<file path="src/tbd_pkg.sv">
// constants and types for the time base and pulse output block
package tbd_pkg;

  // ---------------------------------------------------------------
  // register map (indices, byte address is four times the index)
  // ---------------------------------------------------------------
  localparam logic [11:0] TBD_CTRL_IDX = 12'h0036;
  localparam logic [11:0] TBD_STAT_IDX = 12'h0037;
  localparam logic [11:0] TBD_MASK_IDX = 12'h0038;
  localparam int unsigned TBD_AW = 12;

  // ---------------------------------------------------------------
  // control register fields
  // ---------------------------------------------------------------
  localparam int unsigned TBD_PULSE_EN_BIT = 7;
  localparam int unsigned TBD_PULSE_RATE_HI = 6;
  localparam int unsigned TBD_PULSE_RATE_LO = 5;
  localparam int unsigned TBD_RSVD_BIT = 4;
  localparam int unsigned TBD_PER_EN_BIT = 3;
  localparam int unsigned TBD_PER_RATE_HI = 2;
  localparam int unsigned TBD_PER_RATE_LO = 0;
  localparam logic [7:0] TBD_CTRL_RST = 8'h00;
  localparam logic [7:0] TBD_CTRL_WMASK = 8'hef;
  localparam logic [0:0] TBD_STAT_RST = 1'h0;
  localparam logic [0:0] TBD_MASK_RST = 1'h0;

  // ---------------------------------------------------------------
  // divider taps: exponent n of fc/2^n, index 0 is code 0
  // ---------------------------------------------------------------
  localparam int unsigned TBD_DIV_W = 25;
  localparam logic [7:0][4:0] TBD_PER_EXP = {
    5'd9, 5'd11, 5'd12, 5'd13, 5'd14, 5'd16, 5'd21, 5'd23};
  localparam logic [3:0][4:0] TBD_PULSE_EXP = {5'd10, 5'd11, 5'd12, 5'd13};

  // ---------------------------------------------------------------
  // bus answers
  // ---------------------------------------------------------------
  localparam logic [1:0] TBD_RESP_OKAY = 2'h0;
  localparam logic [1:0] TBD_RESP_SLVERR = 2'h2;

  // ---------------------------------------------------------------
  // complete block state
  // ---------------------------------------------------------------
  typedef struct packed {
    logic [TBD_DIV_W-1:0] div;
    logic [7:0] ctrl;
    logic [0:0] status;
    logic [0:0] mask;
    logic per_tap_d;
    logic per_en_d;
    logic pulse_n;
    logic irq;
    logic aw_got;
    logic [TBD_AW-1:0] aw_idx;
    logic w_got;
    logic [31:0] wdata;
    logic [3:0] wstrb;
    logic awready;
    logic wready;
    logic bvalid;
    logic [1:0] bresp;
    logic arready;
    logic rvalid;
    logic [31:0] rdata;
    logic [1:0] rresp;
  } tbd_state_s;

endpackage

</file>
<file path="src/tbd_time_base.sv">
// time base periodic interrupt and divider pulse output with axi4-lite registers
//
// Operation
// RULE1: once enabled, a periodic interrupt event is raised on each falling edge of the selected tap.
// RULE2: a control write never clears the shared divider, so the first event may come early.
// RULE3: software changes the periodic rate only while that timer is disabled, not while disabling.
// RULE4: one write may set the periodic rate and enable together; the new rate applies from then.
// RULE5: periodic rate codes 0..7 pick fc/2^23, 2^21, 2^16, 2^14, 2^13, 2^12, 2^11, 2^9.
// RULE6: the control register is 8 bits: pulse enable, pulse rate, reserved, periodic enable, rate.
// RULE7: software always writes zero to control bit 4.
// RULE8: reset clears all eight control bits.
// RULE9: when enabled the active-low pulse pin carries a square wave of about half duty from its tap.
// RULE10: bit 7 enables the pulse output and bits 6..5 pick fc/2^13, 2^12, 2^11, 2^10.
// RULE11: software changes the pulse rate only while the pulse output is disabled.
// RULE12: software sets the port latch to 1 and then the pin to output before using the pulse.
// RULE13: with halving select high every tap moves one divider stage down, halving its frequency.
// RULE14: the divider is a free-running binary counter on fc, cleared only by system reset.
// RULE15: halving select is a static level input owned by the clock control logic.
//
// The AXI4-Lite slave port was left to the implementer.
`timescale 1ns/100ps

module tbd_time_base (
  // clock and reset
  input wire logic clk,
  input wire logic sys_rst,
  // clock control
  input wire logic halving_select,
  // axi4-lite write address
  input wire logic s_axi_awvalid,
  output logic s_axi_awready,
  input wire logic [31:0] s_axi_awaddr,
  // axi4-lite write data
  input wire logic s_axi_wvalid,
  output logic s_axi_wready,
  input wire logic [31:0] s_axi_wdata,
  input wire logic [3:0] s_axi_wstrb,
  // axi4-lite write response
  output logic s_axi_bvalid,
  input wire logic s_axi_bready,
  output logic [1:0] s_axi_bresp,
  // axi4-lite read address
  input wire logic s_axi_arvalid,
  output logic s_axi_arready,
  input wire logic [31:0] s_axi_araddr,
  // axi4-lite read data
  output logic s_axi_rvalid,
  input wire logic s_axi_rready,
  output logic [31:0] s_axi_rdata,
  output logic [1:0] s_axi_rresp,
  // outputs
  output logic periodic_timer_irq,
  output logic pulse_output_n
);
  import tbd_pkg::*;

  // ---------------------------------------------------------------
  // state
  // ---------------------------------------------------------------
  tbd_state_s st_r;
  tbd_state_s st_nxt;

  logic [2:0] per_rate_sel;
  logic [1:0] pulse_rate_sel;
  logic periodic_timer_en;
  logic pulse_out_en;
  logic [4:0] per_idx;
  logic [4:0] pulse_idx;
  logic per_tap;
  logic pulse_tap;
  logic per_evt;
  logic wr_fire;
  logic [TBD_AW-1:0] ar_idx;
  logic [0:0] stat_clr;
  logic wr_ok;

  assign per_rate_sel = st_r.ctrl[TBD_PER_RATE_HI:TBD_PER_RATE_LO];
  assign pulse_rate_sel = st_r.ctrl[TBD_PULSE_RATE_HI:TBD_PULSE_RATE_LO];
  assign periodic_timer_en = st_r.ctrl[TBD_PER_EN_BIT];
  assign pulse_out_en = st_r.ctrl[TBD_PULSE_EN_BIT];

  // ---------------------------------------------------------------
  // tap selection
  // ---------------------------------------------------------------
  // RULE5 RULE13 tap index
  function automatic logic [4:0] tap_index(input logic [4:0] expo, input logic half);
    return expo - 5'd1 + {4'd0, half};
  endfunction

  // RULE15 halving select used as a plain level
  // RULE10 RULE13 pulse tap
  assign per_idx = tap_index(TBD_PER_EXP[per_rate_sel], halving_select);
  assign pulse_idx = tap_index(TBD_PULSE_EXP[pulse_rate_sel], halving_select);
  assign per_tap = st_r.div[per_idx];
  assign pulse_tap = st_r.div[pulse_idx];

  // RULE1 RULE4 falling edge, only after a full enabled cycle
  assign per_evt = periodic_timer_en & st_r.per_en_d & st_r.per_tap_d & ~per_tap;

  // ---------------------------------------------------------------
  // bus decode helpers
  // ---------------------------------------------------------------
  assign wr_fire = st_r.aw_got & st_r.w_got & ~st_r.bvalid;
  assign ar_idx = s_axi_araddr[TBD_AW+1:2];
  assign wr_ok = (st_r.aw_idx == TBD_CTRL_IDX) || (st_r.aw_idx == TBD_STAT_IDX) ||
                 (st_r.aw_idx == TBD_MASK_IDX);

  always_comb begin
    stat_clr = 1'b0;
    if (wr_fire && st_r.aw_idx == TBD_STAT_IDX && st_r.wstrb[0]) begin
      stat_clr = st_r.wdata[0:0];
    end
  end

  // ---------------------------------------------------------------
  // next state
  // ---------------------------------------------------------------
  always_comb begin
    st_nxt = st_r;

    // RULE14 RULE2 free-running divider, untouched by writes
    st_nxt.div = st_r.div + {{(TBD_DIV_W-1){1'b0}}, 1'b1};
    st_nxt.per_tap_d = per_tap;
    st_nxt.per_en_d = periodic_timer_en;

    // RULE9 square wave on the active-low pin, idle high
    st_nxt.pulse_n = pulse_out_en ? ~pulse_tap : 1'b1;

    // write address and data, either order
    if (s_axi_awvalid && st_r.awready) begin
      st_nxt.aw_got = 1'b1;
      st_nxt.aw_idx = s_axi_awaddr[TBD_AW+1:2];
    end
    if (s_axi_wvalid && st_r.wready) begin
      st_nxt.w_got = 1'b1;
      st_nxt.wdata = s_axi_wdata;
      st_nxt.wstrb = s_axi_wstrb;
    end

    if (wr_fire) begin
      st_nxt.aw_got = 1'b0;
      st_nxt.w_got = 1'b0;
      st_nxt.bvalid = 1'b1;
      st_nxt.bresp = wr_ok ? TBD_RESP_OKAY : TBD_RESP_SLVERR;
      if (st_r.aw_idx == TBD_CTRL_IDX) begin
        if (st_r.wstrb[0]) begin
          // RULE6 RULE4 reserved bit stays zero, rate and enable in one write
          st_nxt.ctrl = st_r.wdata[7:0] & TBD_CTRL_WMASK;
        end
      end else if (st_r.aw_idx == TBD_MASK_IDX) begin
        if (st_r.wstrb[0]) begin
          st_nxt.mask = st_r.wdata[0:0];
        end
      end
    end else if (st_r.bvalid && s_axi_bready) begin
      st_nxt.bvalid = 1'b0;
    end

    // RULE1 sticky event, set wins over clear
    st_nxt.status = (st_r.status & ~stat_clr) | per_evt;
    st_nxt.irq = |(st_nxt.status & st_nxt.mask);

    st_nxt.awready = ~st_nxt.aw_got & ~st_nxt.bvalid;
    st_nxt.wready = ~st_nxt.w_got & ~st_nxt.bvalid;

    // read channel
    if (s_axi_arvalid && st_r.arready) begin
      st_nxt.arready = 1'b0;
      st_nxt.rvalid = 1'b1;
      st_nxt.rresp = TBD_RESP_OKAY;
      st_nxt.rdata = 32'h0000_0000;
      if (ar_idx == TBD_CTRL_IDX) begin
        st_nxt.rdata = {24'h00_0000, st_r.ctrl};
      end else if (ar_idx == TBD_STAT_IDX) begin
        st_nxt.rdata = {31'h0000_0000, st_r.status};
      end else if (ar_idx == TBD_MASK_IDX) begin
        st_nxt.rdata = {31'h0000_0000, st_r.mask};
      end else begin
        st_nxt.rresp = TBD_RESP_SLVERR;
      end
    end else if (st_r.rvalid && s_axi_rready) begin
      st_nxt.rvalid = 1'b0;
      st_nxt.arready = 1'b1;
    end
  end

  // ---------------------------------------------------------------
  // registers
  // ---------------------------------------------------------------
  always_ff @(posedge clk) begin
    if (sys_rst) begin
      st_r <= '0;
      // RULE8 control cleared
      st_r.ctrl <= TBD_CTRL_RST;
      st_r.status <= TBD_STAT_RST;
      st_r.mask <= TBD_MASK_RST;
      st_r.pulse_n <= 1'b1;
      st_r.awready <= 1'b1;
      st_r.wready <= 1'b1;
      st_r.arready <= 1'b1;
      st_r.bresp <= TBD_RESP_OKAY;
      st_r.rresp <= TBD_RESP_OKAY;
    end else begin
      st_r <= st_nxt;
    end
  end

  // ---------------------------------------------------------------
  // outputs
  // ---------------------------------------------------------------
  assign s_axi_awready = st_r.awready;
  assign s_axi_wready = st_r.wready;
  assign s_axi_bvalid = st_r.bvalid;
  assign s_axi_bresp = st_r.bresp;
  assign s_axi_arready = st_r.arready;
  assign s_axi_rvalid = st_r.rvalid;
  assign s_axi_rdata = st_r.rdata;
  assign s_axi_rresp = st_r.rresp;
  assign periodic_timer_irq = st_r.irq;
  assign pulse_output_n = st_r.pulse_n;
endmodule
</file>
<file path="config.mk">
export PLATFORM = sky130hd
export DESIGN_NAME = tbd_time_base
export DESIGN_NICKNAME = d
export VERILOG_FILES = /design/src/tbd_pkg.sv /design/src/tbd_time_base.sv
export SDC_FILE = /design/constraint.sdc
export NUM_CORES = 1
export LEC_CHECK = 0
export BUFFER_PORTS_ARGS = -buffer_cell sky130_fd_sc_hd__buf_2
export CORE_ASPECT_RATIO = 1.4
export CORE_MARGIN = 1
export CORE_UTILIZATION = 49
export DETAILED_ROUTE_END_ITERATION = 8
export PLACE_DENSITY = 0.8
export SLEW_MARGIN = 10
export SYNTH_ARGS = -nofsm -noshare
export SYNTH_HDL_FRONTEND = slang
export SYNTH_SLANG_ARGS = --single-unit
</file>
<file path="constraint.sdc">
create_clock -name clk -period 2.85 [get_ports clk]
set_input_delay 0 -clock clk [delete_from_list [all_inputs] [get_ports clk]]
set_output_delay 0 -clock clk [all_outputs]
set_load 0.01 [all_outputs]
</file>
Word level (Yosys, flattened, before mapping) --
Memories as Yosys holds them, arrays and structs flattened. A register that Yosys moved wholly into a read port is not among the register bits. Cells that the tools add are included.
Cells by class: $add $sub $neg 5, magnitude comparators 4, equal/unequal tests 6, muxes and demuxes 29, bitwise operators 18, reductions and logical operators 12
Operators by type and width (number):
- $eq A12 B6 Y1 const B | 6
- $mux W37 | 1
- $add A25 B1 Y25 const B | 1
- $mux W1 | 13
- $mux W13 | 1
- $lt A5 B6 Y1 const B | 2
- $mux W2 | 6
- $add A5 B1 Y5 | 2
- $bmux W1 S5 | 2
- $bmux W5 S2 | 1
- $mux W5 | 2
- $sub A5 B1 Y5 const B | 2
- $and A1 B1 Y1 | 9
- $mux W8 | 1
- $not A1 Y1 | 8
- $logic_and A1 B1 Y1 | 7
- $mux W3 | 2
- $lt A3 B4 Y1 const B | 1
- $lt A2 B3 Y1 const B | 1
- $reduce_and A3 Y1 | 1
- $logic_or A1 B1 Y1 | 2
- $reduce_bool A2 Y1 | 1
- $reduce_or A2 Y1 | 1
- $or A1 B1 Y1 | 1
Storage, ports and cells: bits in registers 129, bits in read-only memories 40, bits of input ports 108, output and inout bits 43, logic and storage cells 96, memories kept 1
Memory list:
- (name not given) | depth 8, width 5, rd ports 1, clocked after Yosys merged registers in 1, write ports 0, RTL line tbd_time_base.sv:92 | assign per_idx = tap_index(TBD_PER_EXP[per_rate_sel], halving_select);

Depth between registers and ports, before layout --
Gate-level depths: netlist (run 1).
depth after elaboration 10, depth in mapped cells 9, mapped depth without buffers 8

Least setup slack after synthesis (run 1) --
Ideal clock, no wire load.
path type register to register, start reg (tool-made name), end reg st_r (netlist bit periodic_timer_irq), setup time 0.086 ns, data arrival time 2.042 ns, data required time 2.764 ns, setup slack 0.723 ns, stages on the path, launching flop included 10, buffers on the path 1, clock period less this slack 2.127 ns, path through dfxtp_1 inv_1 ha_1 ha_1 buf_2 mux4_1 mux2i_1 o31ai_1 nor2b_1 a211oi_1
RTL lines:
- end signal, assigned | RTL line tbd_time_base.sv:204 | st_r <= st_nxt;
- end, declared | RTL line tbd_time_base.sv:60 | tbd_state_s st_r;

==> results of run 1 <==
[worst max path at each step]
stage	from	to	slack, ns	depth (start not counted)
6_report	flip-flop	periodic_timer_irq$_SDFF_PP0_	0.39	8
5_1_grt	flip-flop	st_r[96]$_SDFF_PP0_	0.18	8
4_1_cts	flip-flop	periodic_timer_irq$_SDFF_PP0_	0.36	8
3_5_place_dp	flip-flop	periodic_timer_irq$_SDFF_PP0_	0.37	8
3_3_place_gp	flip-flop	periodic_timer_irq$_SDFF_PP0_	0.44	8
2_1_floorplan	flip-flop	periodic_timer_irq$_SDFF_PP0_	0.72	9
[what timing repair did]
action,4_1_cts,5_1_grt
endpoints found under the hold margin,25,0
hold buffers,23,0
endpoints found under the setup margin,0,0
[sequential cells by signal (all words and copies together) (netlist names), named ones only]
signal / flops
periodic_timer_irq: 1
s_axi_arready: 1
s_axi_bresp: 1
pulse_out_en: 1
pulse_output_n: 1
per_rate_sel: 3
s_axi_awready: 1
s_axi_rdata: 7
periodic_timer_en: 1
s_axi_bvalid: 1
s_axi_wready: 1
s_axi_rvalid: 1
pulse_rate_sel: 2
s_axi_rresp: 1
st_r: 51
[cell usage after synthesis (all sizes together) (5+ instances only)]
master	instances	area share [%]
clkbuf	16	2.0
a22oi	7	1.3
buf	41	7.6
nand2b	5	0.78
nand2	57	5.3
nor4	7	2.7
ha	8	2.5
nor2b	9	1.4
dfxtp	79	39
inv	13	1.2
xor2	8	1.7
and3	6	0.97
nand3	16	3.0
nor2	40	3.7
a21oi	38	4.8
nand4	9	1.4
xnor2	14	3.1
mux4	7	4.0
mux2i	10	2.5
o21ai	7	0.87
nor3	6	0.75
[area by class of cell]
| class | count | area (um^2) |
|---|---|---|
| Fill cell | 656 | 3270 |
| Multi-Input combinational cell | 325 | 2090 |
| Sequential cell | 79 | 1580 |
| Timing Repair Buffer | 80 | 520 |
| Clock buffer | 12 | 155 |
| Tap cell | 100 | 125 |
| Clock inverter | 4 | 53.8 |
| Inverter | 13 | 48.8 |
[critical path, stage by stage (launching register included)]
cell and delay, ns:
dfxtp_1 0.32, inv_1 0.04, ha_1 0.20, ha_1 0.53
mux4_1 0.59, mux2i_1 0.19, o31ai_1 0.11, nor2b_1 0.15
a211oi_1 0.24
[per-stage QoR]
stage	utilization, %	instance area (um^2)
floorplan	-	4110
global route	58.4	4580
finish	58.4	4580
detailed placement	52.8	4140
global placement	52.8	4140
CTS	58.4	4580
[cell families (layout without fill, tap and decap cells)]
group,Yosys count,count (layout)
compound gates,65,65
xor+xnor,22,22
fa+ha+maj,8,8
buf+inv,70,109
flops,79,79
mux,21,21
other cells,1,27
simple gates,182,182
[layout by cell type, fill, tap and decap left out, types with 9 or more instances in the layout]
cell type	Yosys	final
inv_1	12	12
nand4_1	9	9
clkbuf_8	2	11
nor2_1	40	40
nor2b_1	9	9
buf_2	3	55
mux2i_1	10	10
conb_1	1	27
dfxtp_1	79	79
dlygate4sd3_1	0	23
a21oi_1	37	37
nand2_1	57	57
nand3_1	11	11
xnor2_1	14	14
[routing by layer]
| layer | routed length, um | part of all wire (%) | GRT usage, % | vias up |
|---|---|---|---|---|
| met3 | 365 | 4.4 | 5.10 | 12 |
| met2 | 4450 | 53 | 39.2 | 93 |
| met1 | 3370 | 40 | 21.8 | 1505 |
| met4 | 168 | 2.0 | 10.4 | 0 |
| li1 | - | - | - | 1597 |
| met5 | 0 | 0 | 0 | - |
[power by group through the flow]
stage          Clock (W)  Combinational (W)  Sequential [W]
3_3_place_gp           0           0.000168         0.00119
3_5_place_dp           0           0.000171         0.00120
6_report        0.000853           0.000199         0.00117
5_1_grt         0.000928           0.000222         0.00117
2_1_floorplan          0           0.000146         0.00119
4_1_cts         0.000875           0.000196         0.00117
==> flow_metrics.tcl, run 1 <==
set metrics [dict create \
    setup_tns_ns 0 \
    port-buffer-count 55 \
    critPathCaptureType "flip-flop" \
    setup_slack_ns 0.388 \
    cts_resized 0 \
    power_density_mw_per_mm2 486 \
    die_h_um 109 \
    hold_violations 0 \
    switching_share_pct 24.3 \
    groute.usage.overall_pct 21.0 \
    insertion_delay_ns 0.36 \
    grt_overflow 0 \
    worstHoldEndpoint "s_axi_rdata[0]$_SDFFE_PP0P_" \
    status "finished, final reports clean" \
    synth_simple_gate_area_share_pct 25.3 \
    pwr-share-clk_pct 38.4 \
    drt-wirelength-per-cell_um 13.6 \
    power_frac_comb_pct 9.0 \
    slew_headroom_pct 55.6 \
    drv_cap 0 \
    max_freq_mhz 406 \
    holdWs_ns 0.104 \
    ys_ff_latch 79 \
    required_ns 3.12 \
    drt_pass1_iterations 4 \
    hold_path_class "primary input to flip-flop" \
    routed_wl_um 8360 \
    whs_path_depth 6 \
    synth-adder-area-share_pct 2.50 \
    r2r_setup_slack_ns 0.39 \
    initial_core_util_pct 51.1 \
    ant_nets 0 \
    detailedRoute.firstIterationViolations 133 \
    syn_inst 448 \
    synth_top_family_by_area "simple AND/OR/NAND/NOR gates" \
    dp_cells 574 \
    synth_compound_area_share_pct 9.33 \
    synth_xor_area_share_pct 4.80 \
    leakage_nw 1.84 \
    area.growth.synth_to_final_pct 14.2 \
    vias 3207 \
    vdd_drop_max_uv 291 \
    numCtsBuffers 9 \
    internal-power_w 0.00168 \
    final_cell_count_no_fill 613 \
    antenna_found_initial 0 \
    grt_max_degree 43 \
    rr_endpoint "periodic_timer_irq$_SDFF_PP0_" \
    syn_avg_cell_area_um2 8.95 \
    grt_pass1_vias 3034 \
    min_from "s_axi_araddr[12]" \
    viasPerCell 5.23 \
    finalCritPeriodShare_pct 86.4 \
    yosysSeqAreaShare_pct 39.4 \
    die_x_um 78.5 \
    report.final.slew_viol_count 0 \
    reg2reg_depth 8 \
    crit_fanout 8 \
    p_sw_w 0.000541 \
    h-tree-depth 3 \
    synth_edf_count 0 \
    tightest_slew_ns 0.660 \
    cts_setup_buffers 0 \
    clk_pin_slew_worst_paths_ns 0.08 \
    dpl_worst_slack_ns 0.367 \
    gp_congestion 0.897 \
    crit_type "flip-flop to flip-flop" \
    die_area_mm2 0.00855 \
    setup_viol_count_final 0 \
    async_reset_ff_share_pct 0 \
    power_w 0.00222 \
    p_seq_share_pct 52.7 \
    drive_above_1_share_pct 19.5 \
    drc 0 \
    start_kind "flip-flop" \
    fin_skew_ns 0.0101 \
    synthMuxAreaShare_pct 7.74 \
    yosysWarnings 0 \
    fin_nets 624 \
    grt_setup_unrepaired "no" \
    hpwl_um 5760 \
    cts_tree "yes" \
    std_cell_rows 38 \
    cts-root-buf "clkbuf_8" \
    io_pins 151 \
    core_mm2 0.00785 \
    yosysUniqueCellTypes 56 \
    clock-sinks 79 \
    syn_area_mm2 0.00401 \
    diodes 0 \
    grt_pass1_wl_um 13800 \
    worstPathArrival_ns 2.73 \
    clockBufferDepth 2 \
    synth_top_flop_cell "dfxtp_1" \
    period_minus_slack_ns 2.46 \
]
(Power assumes the default switching activity.)
==> inputs of run 2 (changes only) <==
ABC_AREA = 1   (was default)
CORE_UTILIZATION = 51   (was 49)
CTS_BUF_LIST = sky130_fd_sc_hd__clkbuf_8   (was default)
PLACE_DENSITY = 0.83   (was 0.8)
==> run 2 against run 1 <==
Clock power grew 8.2%; utilization grew 3.8 points; cell count grew 18%; largest cell class unchanged; clock-buffer cell count shrank 3; flip-flop and latch count is the same; register-to-register slack gained 0.48 ns; total power grew 6.3%.
==> flow_metrics.tcl, run 2 <==
set metrics [dict create \
    synth.most_common_cell "nand2_1" \
    dpl_worst_slack_ns 0.953 \
    grt_setup_unrepaired "no" \
    largest_register "st_r" \
    synth_xor_area_share_pct 1.32 \
    cts-root-buf "clkbuf_8" \
    hold_violations 0 \
    grt_overflow 0 \
    setup_tns_ns 0 \
    drc 0 \
    crit_type "flip-flop to flip-flop" \
    clock-sinks 79 \
    groute.usage.overall_pct 23.1 \
    vdd_drop_max_uv 287 \
    cts_hold_buf 23 \
    insertion_delay_ns 0.36 \
    hold_path_class "primary input to flip-flop" \
    whs_path_depth 4 \
    synth-adder-area-share_pct 2.51 \
    std_cell_rows 37 \
    drt-wirelength-per-cell_um 12.7 \
    synth_simple_gate_area_share_pct 27.8 \
    met3_usage_pct 4.77 \
    grt.busiest_layer "met2" \
    io_pins 151 \
    initial_core_util_pct 53.6 \
    dp_cells 683 \
    cts_tree "yes" \
    fillers 654 \
    met2_usage_pct 42.5 \
    antenna_found_initial 0 \
    largest_reg_flops 51 \
    cts_resized 0 \
    core_mm2 0.00745 \
    detailedRoute.firstIterationViolations 244 \
    synth_commonest_cells "81 x nand2_1, 79 x dfxtp_1, 67 x inv_1" \
    drive_above_1_share_pct 17.3 \
    hpwl_um 6340 \
    crit_fanout 7 \
    yosysUniqueCellTypes 38 \
    required_ns 3.13 \
    critPathCaptureType "flip-flop" \
    die_x_um 76.8 \
    synthMuxAreaShare_pct 0 \
    worstPathArrival_ns 2.26 \
    gp_congestion 0.944 \
    yosysSeqAreaShare_pct 39.6 \
    cts_setup_buffers 0 \
    routed_wl_um 9170 \
    grt_pass1_vias 3477 \
    port-buffer-count 55 \
    yosys.area.top_type_share_pct 39.6 \
    final_cell_mix "81 x nand2_1, 79 x dfxtp_1, 68 x inv_1" \
    final_cell_count_no_fill 722 \
    async_reset_ff_share_pct 0 \
    ant_nets 0 \
    fin_nets 736 \
    postPlaceCellArea_mm2 0.00418 \
    finalCritPeriodShare_pct 69.4 \
    die_h_um 107 \
    max_freq_mhz 506 \
    syn_inst 552 \
    drt_pass1_iterations 5 \
    synth_compound_area_share_pct 13.5 \
    synth_top_area_cell "dfxtp_1" \
    period_minus_slack_ns 1.98 \
    setup_slack_ns 0.873 \
    synth_top_family_by_area "simple AND/OR/NAND/NOR gates" \
    die_area_mm2 0.00819 \
    yosysWarnings 0 \
    reg2reg_depth 11 \
    report.final.slew_viol_count 0 \
    synth_top_flop_cell "dfxtp_1" \
    synth_area_leaders "dfxtp_1 40%, nand2_1 7.6%, buf_4 6.8%" \
    synth_edf_count 0 \
    start_kind "flip-flop" \
    viasPerCell 5.11 \
    power_density_mw_per_mm2 510 \
    ys_ff_latch 79 \
    drv_cap 0 \
    fin_skew_ns 0.0163 \
    grt_pass1_wl_um 15000 \
    status "finished, final reports clean" \
    leakage_nw 2.00 \
    layout_commonest_cell "nand2_1" \
    clockBufferDepth 2 \
    numCtsBuffers 9 \
    grt_use_met1_pct 24.8 \
    clk_pin_slew_worst_paths_ns 0.08 \
    setup_viol_count_final 0 \
    h-tree-depth 3 \
    diodes 0 \
    syn_avg_cell_area_um2 7.23 \
    stdcell_area_mm2 0.00463 \
    vias 3690 \
    syn_area_mm2 0.00399 \
    area.growth.synth_to_final_pct 16.0 \
    final_util_pct 62.1 \
    grt_max_degree 47 \
]
## run 2: cell count changes after synthesis, sizes merged, moves of 6 or more
cell	change
a22oi	-7
and3	-6
clkbuf	-9
inv	+60
mux2i	-10
mux4	-7
nand2	+27
nand3	+24
nor2	+33
nor2b	-9
nor3	+11
o21ai	+49
xnor2	-12
## run 2: where the power goes
part | leakage [nW] | internal (W) | switching, W | total (W)
Clock | 0.111 | 0.000496 | 0.000427 | 0.000923
Sequential | 0.645 | 0.00115 | 0.0000322 | 0.00119
Combinational | 1.24 | 0.000100 | 0.000152 | 0.000252
## run 2: final timing paths
kind / from / end / slack, ns
setup reg to reg: flip-flop / st_r[96]$_SDFF_PP0_ / 0.87
hold / removal: s_axi_arvalid / s_axi_rresp[1]$_SDFFE_PP0P_ / 0.009
setup / recovery: flip-flop / st_r[96]$_SDFF_PP0_ / 0.87
hold reg to reg: pulse_out_en$_SDFFE_PP0N_ / pulse_output_n$_SDFF_PP1_ / 0.45
## run 2: critical path, stage by stage (launching register included)
cell and delay (ns):
dfxtp_1 0.32, inv_1 0.04, ha_1 0.21, ha_1 0.44, inv_1 0.19, nand3_1 0.13
nand3_1 0.08, nand3_1 0.12, nand3_1 0.07, nand2_1 0.11, nand2_1 0.07, a21oi_1 0.12
## run 2: logic make-up (layout without fill, tap and decap cells)
| family | after synthesis | in the layout |
|---|---|---|
| and+or+nand+nor | 231 | 231 |
| buffers and inverters | 123 | 170 |
| AOI/OAI and AO/OA | 104 | 104 |
| DFF | 79 | 79 |
| adders and majority gates | 8 | 8 |
| xor gates and xnor gates | 6 | 6 |
| other | 1 | 27 |
## run 2: layout make-up
| class | count | area [um^2] | area share, % |
|---|---|---|---|
| well taps | 97 | 121 | 2.62 |
| clock buffers | 9 | 124 | 2.67 |
| inverters | 73 | 274 | 5.92 |
| clock inverters | 7 | 97.6 | 2.11 |
| flip-flops and latches | 79 | 1580 | 34.2 |
| multi-input cells | 376 | 1900 | 41.1 |
| repair buffers | 81 | 528 | 11.4 |
## run 2: metal layers
| metal | wire length [um] | vias to the layer above |
|---|---|---|
| met4 | 313 | 0 |
| met5 | 0 | - |
| met2 | 4830 | 128 |
| li1 | - | 1859 |
| met3 | 424 | 34 |
| met1 | 3610 | 1669 |
## run 2: metrics by stage
step | hold slack (ns) | power (W)
4_1_cts | 0.00149 | 0.00236
6_report | 0.00871 | 0.00236
2_1_floorplan | 0.154 | 0.00140
3_5_place_dp | 0.264 | 0.00143
5_1_grt | 0.0425 | 0.00246
3_3_place_gp | 0.254 | 0.00143
